[src/ib2_pkg.sv]
/*
  Constants for the second interrupt bank: register indices, field
  positions, reset values and event vector layout.
  Assumes registers are reached over a 32-bit APB slave, byte address four
  times the register index.
*/
package ib2_pkg;

  localparam int REG_W = 16;
  localparam int IDX_W = 12;

  // register indices; byte address is index times four
  localparam logic [IDX_W-1:0] IDX_BOOT_FLAGS = 12'hd14;
  localparam logic [IDX_W-1:0] IDX_SHORT_FLAGS = 12'hd15;
  localparam logic [IDX_W-1:0] IDX_MASK_FIRST = 12'hd18;
  localparam logic [IDX_W-1:0] IDX_MASK_LAST = 12'hd1d;
  localparam logic [IDX_W-1:0] IDX_OUT_CTRL = 12'hd1f;
  localparam logic [IDX_W-1:0] IDX_AON_FLAGS = 12'hd52;
  localparam logic [IDX_W-1:0] IDX_AON_MASK = 12'hd54;

  localparam int NUM_MASK = 6;
  localparam int NUM_SHORT = 12;

  // boot-complete flag position and which mask register covers it
  localparam int BOOT_BIT = 8;
  localparam int BOOT_MASK_REG = 4;
  localparam int SHORT_MASK_REG = 5;

  // always-on flags occupy bits 7..2
  localparam int AON_LSB = 2;
  localparam int AON_N = 6;
  localparam int GMASK_BIT = 0;

  // reset values
  localparam logic [REG_W-1:0] MASK_RST = 16'hffff;
  localparam logic [REG_W-1:0] BOOT_MASK_RST = 16'hfeff;
  localparam logic [AON_N-1:0] AON_MASK_RST = 6'h3f;
  localparam logic GMASK_RST = 1'b0;

  // event vector layout shared by edge detector and bank
  localparam int EV_W = 16;
  localparam int EV_BOOT = 12;
  localparam int EV_CLAMP = 13;
  localparam int EV_GPIN = 14;
  localparam int EV_JACK = 15;

endpackage

[src/ib2_edge_if.sv]
/*
  Interface carrying detection levels and their edge pulses between the
  bank and its edge detector.
  Assumes both ends run on the same clock.
*/
interface ib2_edge_if #(parameter int W = 16);
  logic [W-1:0] level;
  logic [W-1:0] rise;
  logic [W-1:0] fall;
  modport det (input level, output rise, output fall);
  modport use_side (output level, input rise, input fall);
endinterface

[src/ib2_irq_bank.sv]
/*
  Second interrupt bank: sticky write-one-to-clear flags for twelve
  headphone short conditions, boot complete and the always-on group,
  per-flag masks, a global output mask and a registered interrupt line.
  Assumes an APB master on i_clk and detection levels synchronous to it.
*/
// Added by the designer: register access over APB.
module ib2_irq_bank #(
  parameter int ADDR_W = 16
) (
  input wire logic i_clk,
  input wire logic i_srst,
  input wire logic i_psel,
  input wire logic i_penable,
  input wire logic i_pwrite,
  input wire logic [ADDR_W-1:0] i_paddr,
  input wire logic [31:0] i_pwdata,
  input wire logic [ib2_pkg::NUM_SHORT-1:0] i_short_det,
  input wire logic i_boot_done,
  input wire logic i_mic_clamp,
  input wire logic i_gpin_five,
  input wire logic i_jack_detect,
  output logic [31:0] o_prdata,
  output logic o_pready,
  output logic o_pslverr,
  output logic o_irq
);

  // register decode, used by both read mux and error answer
  function automatic logic ib2_known(input logic [ib2_pkg::IDX_W-1:0] a);
    ib2_known = (a == ib2_pkg::IDX_BOOT_FLAGS) || (a == ib2_pkg::IDX_SHORT_FLAGS) ||
                ((a >= ib2_pkg::IDX_MASK_FIRST) && (a <= ib2_pkg::IDX_MASK_LAST)) ||
                (a == ib2_pkg::IDX_OUT_CTRL) || (a == ib2_pkg::IDX_AON_FLAGS) ||
                (a == ib2_pkg::IDX_AON_MASK);
  endfunction

  // reset value of each main mask register
  function automatic logic [ib2_pkg::REG_W-1:0] ib2_mask_rst(input int n);
    ib2_mask_rst = (n == ib2_pkg::BOOT_MASK_REG) ? ib2_pkg::BOOT_MASK_RST
                                                 : ib2_pkg::MASK_RST;
  endfunction

  localparam int NM = ib2_pkg::NUM_MASK;
  localparam int NS = ib2_pkg::NUM_SHORT;
  localparam int NA = ib2_pkg::AON_N;

  logic pready_ff;
  logic pslverr_ff;
  logic [31:0] prdata_ff;
  logic irq_ff;
  logic [NS-1:0] short_ff;
  logic boot_ff;
  logic [NA-1:0] aon_ff;
  logic [NA-1:0] aon_mask_ff;
  logic gmask_ff;
  logic [ib2_pkg::REG_W-1:0] mask_ff [NM];
  logic [ib2_pkg::REG_W-1:0] nxt_mask [NM];

  // edge detection on all condition levels
  ib2_edge_if #(.W(ib2_pkg::EV_W)) ev_if ();

  assign ev_if.level = {i_jack_detect, i_gpin_five, i_mic_clamp, i_boot_done, i_short_det};

  ib2_edge_det #(.W(ib2_pkg::EV_W)) u_edge (
    .i_clk(i_clk),
    .i_srst(i_srst),
    .ev(ev_if.det)
  );

  // bus decode; one wait state, so writes land on the completing edge
  logic [ib2_pkg::IDX_W-1:0] idx;
  logic aligned;
  logic mapped;
  logic access;
  logic first_acc;
  logic done;
  logic wr_en;
  logic in_mask;
  logic [2:0] mask_sel;
  logic [15:0] wdata;

  assign idx = i_paddr[13:2];
  assign aligned = (i_paddr[1:0] == 2'h0) && (i_paddr[ADDR_W-1:14] == '0);
  assign mapped = aligned && ib2_known(idx);
  assign access = i_psel && i_penable;
  assign first_acc = access && !pready_ff;
  assign done = access && pready_ff;
  assign wr_en = done && i_pwrite && mapped;
  assign wdata = i_pwdata[15:0];
  assign in_mask = (idx >= ib2_pkg::IDX_MASK_FIRST) && (idx <= ib2_pkg::IDX_MASK_LAST);
  assign mask_sel = 3'(idx - ib2_pkg::IDX_MASK_FIRST);

  // per-register write strobes
  logic wr_boot;
  logic wr_short;
  logic wr_ctrl;
  logic wr_aon;
  logic wr_aon_mask;

  assign wr_boot = wr_en && (idx == ib2_pkg::IDX_BOOT_FLAGS);
  assign wr_short = wr_en && (idx == ib2_pkg::IDX_SHORT_FLAGS);
  assign wr_ctrl = wr_en && (idx == ib2_pkg::IDX_OUT_CTRL);
  assign wr_aon = wr_en && (idx == ib2_pkg::IDX_AON_FLAGS);
  assign wr_aon_mask = wr_en && (idx == ib2_pkg::IDX_AON_MASK);

  // event sets; always-on order is fall above rise per source
  logic [NS-1:0] short_set;
  logic boot_set;
  logic [NA-1:0] aon_set;

  assign short_set = ev_if.rise[NS-1:0];
  assign boot_set = ev_if.rise[ib2_pkg::EV_BOOT];
  assign aon_set = {ev_if.fall[ib2_pkg::EV_CLAMP], ev_if.rise[ib2_pkg::EV_CLAMP],
                    ev_if.fall[ib2_pkg::EV_GPIN], ev_if.rise[ib2_pkg::EV_GPIN],
                    ev_if.fall[ib2_pkg::EV_JACK], ev_if.rise[ib2_pkg::EV_JACK]};

  // write-one clears; a set in the same cycle wins over the clear
  logic [NS-1:0] nxt_short;
  logic nxt_boot;
  logic [NA-1:0] nxt_aon;

  assign nxt_short = (short_ff & ~(wr_short ? wdata[NS-1:0] : '0)) | short_set;
  assign nxt_boot = (boot_ff & ~(wr_boot && wdata[ib2_pkg::BOOT_BIT])) | boot_set;
  assign nxt_aon = (aon_ff & ~(wr_aon ? wdata[ib2_pkg::AON_LSB +: NA] : '0)) | aon_set;

  // sticky flags
  always_ff @(posedge i_clk) begin
    if (i_srst) begin
      short_ff <= '0;
      boot_ff <= 1'b0;
      aon_ff <= '0;
    end else begin
      short_ff <= nxt_short;
      boot_ff <= nxt_boot;
      aon_ff <= nxt_aon;
    end
  end

  // main mask array of six registers; only BOOT_MASK_REG and SHORT_MASK_REG gate flags
  for (genvar g = 0; g < NM; g++) begin : g_mask
    assign nxt_mask[g] = (wr_en && in_mask && (mask_sel == 3'(g))) ? wdata : mask_ff[g];
    always_ff @(posedge i_clk) begin
      if (i_srst) begin
        mask_ff[g] <= ib2_mask_rst(g);
      end else begin
        mask_ff[g] <= nxt_mask[g];
      end
    end
  end

  // always-on mask and global output mask
  always_ff @(posedge i_clk) begin
    if (i_srst) begin
      aon_mask_ff <= ib2_pkg::AON_MASK_RST;
      gmask_ff <= ib2_pkg::GMASK_RST;
    end else begin
      aon_mask_ff <= wr_aon_mask ? wdata[ib2_pkg::AON_LSB +: NA] : aon_mask_ff;
      gmask_ff <= wr_ctrl ? wdata[ib2_pkg::GMASK_BIT] : gmask_ff;
    end
  end

  // unmasked pending; masked flags still record, they just stay quiet
  logic pend;
  logic nxt_irq;

  assign pend = (boot_ff && !mask_ff[ib2_pkg::BOOT_MASK_REG][ib2_pkg::BOOT_BIT]) ||
                (|(short_ff & ~mask_ff[ib2_pkg::SHORT_MASK_REG][NS-1:0])) ||
                (|(aon_ff & ~aon_mask_ff));
  assign nxt_irq = pend && !gmask_ff;

  // read mux; unimplemented bits read zero
  logic [15:0] rd_word;

  assign rd_word =
    (idx == ib2_pkg::IDX_BOOT_FLAGS) ? 16'(32'(boot_ff) << ib2_pkg::BOOT_BIT) :
    (idx == ib2_pkg::IDX_SHORT_FLAGS) ? 16'(short_ff) :
    in_mask ? mask_ff[mask_sel] :
    (idx == ib2_pkg::IDX_OUT_CTRL) ? 16'(gmask_ff) :
    (idx == ib2_pkg::IDX_AON_FLAGS) ? 16'(32'(aon_ff) << ib2_pkg::AON_LSB) :
    (idx == ib2_pkg::IDX_AON_MASK) ? 16'(32'(aon_mask_ff) << ib2_pkg::AON_LSB) :
    16'h0000;

  // bus answer, registered so every output comes from a flop
  always_ff @(posedge i_clk) begin
    if (i_srst) begin
      pready_ff <= 1'b0;
      pslverr_ff <= 1'b0;
      prdata_ff <= 32'h0000_0000;
      irq_ff <= 1'b0;
    end else begin
      pready_ff <= first_acc;
      pslverr_ff <= first_acc && !mapped;
      prdata_ff <= (first_acc && !i_pwrite && mapped) ? {16'h0000, rd_word} : 32'h0000_0000;
      irq_ff <= nxt_irq;
    end
  end

  assign o_pready = pready_ff;
  assign o_pslverr = pslverr_ff;
  assign o_prdata = prdata_ff;
  assign o_irq = irq_ff;

  // checking helpers: an independent copy of the delayed levels
  logic [ib2_pkg::EV_W-1:0] chk_prev_ff;
  logic [NS-1:0] chk_short_rise;
  logic chk_jack_rise;
  logic chk_jack_fall;

  always_ff @(posedge i_clk) begin
    if (i_srst) begin
      chk_prev_ff <= '0;
    end else begin
      chk_prev_ff <= ev_if.level;
    end
  end

  assign chk_short_rise = i_short_det & ~chk_prev_ff[NS-1:0];
  assign chk_jack_rise = i_jack_detect && !chk_prev_ff[ib2_pkg::EV_JACK];
  assign chk_jack_fall = !i_jack_detect && chk_prev_ff[ib2_pkg::EV_JACK];

  // the other always-on sources and boot, worked out apart from the bank
  logic chk_clamp_rise;
  logic chk_clamp_fall;
  logic chk_gpin_rise;
  logic chk_gpin_fall;
  logic chk_boot_rise;

  assign chk_clamp_rise = i_mic_clamp && !chk_prev_ff[ib2_pkg::EV_CLAMP];
  assign chk_clamp_fall = !i_mic_clamp && chk_prev_ff[ib2_pkg::EV_CLAMP];
  assign chk_gpin_rise = i_gpin_five && !chk_prev_ff[ib2_pkg::EV_GPIN];
  assign chk_gpin_fall = !i_gpin_five && chk_prev_ff[ib2_pkg::EV_GPIN];
  assign chk_boot_rise = i_boot_done && !chk_prev_ff[ib2_pkg::EV_BOOT];
endmodule

[src/ib2_edge_det.sv]
/*
  Edge detector: one-cycle rise and fall pulses per level bit.
  Assumes levels are synchronous to i_clk.
*/
module ib2_edge_det #(
  parameter int W = 16
) (
  input wire logic i_clk,
  input wire logic i_srst,
  ib2_edge_if.det ev
);

  logic [W-1:0] prev_ff;

  // previous level; a level high out of reset counts as a rise
  always_ff @(posedge i_clk) begin
    if (i_srst) begin
      prev_ff <= '0;
    end else begin
      prev_ff <= ev.level;
    end
  end

  // pulses are combinational so flags set at the next edge
  assign ev.rise = ev.level & ~prev_ff;
  assign ev.fall = ~ev.level & prev_ff;

endmodule

[config.mk]
export PLATFORM = sky130hd
export DESIGN_NAME = ib2_irq_bank
export DESIGN_NICKNAME = d
export VERILOG_FILES = /design/src/ib2_pkg.sv /design/src/ib2_edge_if.sv /design/src/ib2_irq_bank.sv /design/src/ib2_edge_det.sv
export SDC_FILE = /design/constraint.sdc
export NUM_CORES = 1
export LEC_CHECK = 0
export BUFFER_PORTS_ARGS = -buffer_cell sky130_fd_sc_hd__buf_2
export CORE_AREA = 2 2 105 117
export DETAILED_ROUTE_END_ITERATION = 10
export DIE_AREA = 0 0 107 119
export GPL_TIMING_DRIVEN = 0
export PLACE_DENSITY = 0.89
export SLEW_MARGIN = 20
export SYNTH_ARGS = -nofsm -noshare
export SYNTH_HDL_FRONTEND = slang
export SYNTH_SLANG_ARGS = --single-unit
[constraint.sdc]
create_clock -name i_clk -period 6.3 [get_ports i_clk]
set_input_delay 0.945 -clock i_clk [delete_from_list [all_inputs] [get_ports i_clk]]
set_output_delay 0.945 -clock i_clk [all_outputs]
set_load 0.1 [all_outputs]
==> impl_metrics.json <==
{
  "vias": 5406,
  "leakage_nw": 2.90,
  "synth_simple_gate_area_share_pct": 18.3,
  "swShare_pct": 24.4,
  "rsz0062_at_grt": "false",
  "synth_compound_area_share_pct": 12.4,
  "n_fill_cell": 874,
  "holdWs_ps": 465,
  "port_buffers": 70,
  "h-tree-depth": 4,
  "max_stage_delay_ps": 690,
  "cts-root-buf": "clkbuf_16",
  "grt_pass1_vias": 5353,
  "critPathKind": "input pin to register",
  "dp_hpwl_um": 12400,
  "setup_slack_ps": 3130,
  "cp_slowest_cell": "a21o_1",
  "grt_pass1_wl_um": 27000,
  "grt.busiest_layer": "met2",
  "crit_path_start": "i_paddr[1]",
  "comb_power_share_pct": 7.9,
  "cap_violations": 0,
  "synth_xor_area_share_pct": 0,
  "fmax_mhz": 316,
  "postPlaceCellArea_mm2": 0.00744,
  "layout-drive-gt1-share_pct": 22.0,
  "cts_setup_buffers": 0,
  "cp_max_fo": 16,
  "grt-ovfl-total": 0,
  "wl_per_cell_um": 18.8,
  "synth_cells": 654,
  "arrival_ps": 3220,
  "grt.total_usage_pct": 28.1,
  "worst_skew_pair.late_latency_ps": 430,
  "final_cell_mix": "dfxtp_1, nand2_1, buf_2, nor2_1, edfxtp_1",
  "synthAdderAreaFrac_pct": 0,
  "yosysTopAreaCell": "edfxtp_1",
  "postSynthAreaPerCell_um2": 10.5,
  "synth_top_family_by_area": "simple AND/OR/NAND/NOR gates",
  "final.setup.tns_ps": 0,
  "final-seq-area_mm2": 0.00378,
  "hold_path_class": "register to register",
  "gr-usage-met3_pct": 5.64,
  "status": "finished clean",
  "place_congestion": 0.950,
  "async_flop_share_pct": 0,
  "powerDensity_mw_per_mm2": 288,
  "path_clk_slew_ps": 60,
  "timing.slew.headroom_pct": 35.4,
  "rr_startpoint": "o_pready$_SDFF_PP0_",
  "final_cell_area_mm2": 0.00803,
  "crit_required_ps": 6350,
  "tritoncts": "done",
  "ys.warnings.count": 0,
  "finalSetupViolations": 0,
  "peakVddDrop_uv": 183,
  "met2_usage_pct": 47.1,
  "diodes": 0,
  "fp.dieW_um": 107,
  "cp_top_family": "simple AND/OR/NAND/NOR gates",
  "seqPwrFrac_pct": 46.8,
  "nets": 827,
  "cts_num_sinks": 157,
  "dr.pass1.iters": 5,
  "area_growth_pct": 17.4,
  "synth_top_area_share_pct": 28.1,
  "slew_viol_final": 0,
  "fp.coreArea_mm2": 0.0117,
  "synthFlopType": "dfxtp_1",
  "antenna_found_initial": 0,
  "vias_per_cell": 5.84,
  "die_y_um": 119,
  "pwr-share-clk_pct": 45.2,
  "synthTopCellsByArea": "edfxtp_1, dfxtp_1, mux4_2",
  "dpl_worst_slack_ps": 2720,
  "ys_seq_elements": 157,
  "path_cells": "buf_2 > or4_4 > nor3_4 > nand2_2 > nor2_2 > a21o_1",
  "met1_usage_pct": 33.9,
  "yosysSeqAreaShare_pct": 55.3,
  "p_total_w": 0.00231,
  "cts_hold_buf": 0,
  "synth.area.mux_share_pct": 7.90,
  "cts-resized-gates": 0,
  "drc": 0,
  "skew_ps": 7.52,
  "worst_pin_slew_ps": 962,
  "synth.cell_area_mm2": 0.00684,
  "start_util_pct": 58.4,
  "critPathBufInv": 1,
  "dieArea_mm2": 0.0127,
  "cts_buffer_depth": 2,
  "synth_cell_type_count": 53,
  "worst_hold_startpoint": "mask_ff[4][2]$_SDFFE_PP1P_",
  "end_kind": "register",
  "finalCritPeriodShare_pct": 50.3,
  "final_hold_viol_count": 0,
  "grt_max_degree": 17,
  "internal_power_w": 0.00175,
  "cts-buffers-inserted": 17,
  "start_kind": "input pin",
  "drt_iter0_markers": 606,
  "placementRows": 42,
  "wirelength_um": 17400,
  "p_switching_w": 0.000564,
  "multiInputGateArea_mm2": 0.00270,
  "ioPinCount": 104,
  "finalCriticalPeriod_ps": 3170,
  "ant_nets": 0,
  "synth-edff-count": 64,
  "layout_commonest_cell": "dfxtp_1"
}
-- power groups by stage --
stage	Sequential [W]	Clock, W	Combinational (W)
floorplan	0.00111	0	0.000123
global placement	0.00110	0	0.000176
detailed placement	0.00110	0	0.000180
CTS	0.00108	0.00104	0.000182
global route	0.00108	0.00109	0.000194
finish	0.00108	0.00105	0.000184
-- synthesized netlist by cell type, types with 16 or more instances --
cell / count
dfxtp_1: 93
nand2_1: 84
nor2_1: 81
edfxtp_1: 64
a21oi_1: 46
inv_1: 31
clkbuf_1: 20
nor2b_1: 20
nor3_1: 20
a211o_1: 18
mux2i_1: 18
buf_4: 17
mux4_2: 16
-- flip-flops by register name, indices dropped and copies added, names as in the netlist --
signal and count:
mask_ff 96, o_prdata 16, u_edge.prev_ff 16, short_ff 12
aon_ff 6, aon_mask_ff 6, boot_ff 1, gmask_ff 1
o_irq 1, o_pready 1, o_pslverr 1
-- routing by layer --
metal  wire length [um]  vias up
met5                  0        -
met1               6740     2546
met3               1210       58
met2               8730      309
met4                700        0
li1                   -     2493
-- through the flow --
| stage | utilization (%) | instances |
|---|---|---|
| after global routing | 68.6 | 925 |
| after CTS | 68.6 | 925 |
| after floorplan | - | 669 |
| final | 68.6 | 925 |
| after detailed placement | 63.5 | 893 |
| after global placement | 63.5 | 893 |
-- final timing paths --
check | to | slack [ps] | depth (start not counted)
worst max register to register | mask_ff[1][10]$_SDFFCE_PN1P_ | 3890 | 5
worst min-delay path | mask_ff[4][2]$_SDFFE_PP1P_ | 470 | 1
worst max-delay path | mask_ff[1][10]$_SDFFCE_PN1P_ | 3130 | 6
worst min register to register | mask_ff[4][2]$_SDFFE_PP1P_ | 470 | 1
-- kinds of logic (layout without fill, tap and decap cells) --
group / count (synthesis) / after routing
AO/OA/AOI/OAI: 126 / 126
buffers and inverters: 85 / 187
other: 1 / 16
multiplexers: 34 / 34
flip-flops: 157 / 157
AND/OR/NAND/NOR: 251 / 251
-- cell type report --
type                       count  share of cell area (%)
sequential                   157                    47.1
multi-input combinational    427                    33.6
clock buffer                  19                    5.39
timing repair buffer          70                    4.36
buffer                        54                    3.71
tap                          154                    2.40
clock inverter                13                    1.99
inverter                      31                    1.45
Power figures use the tool's default switching activity.
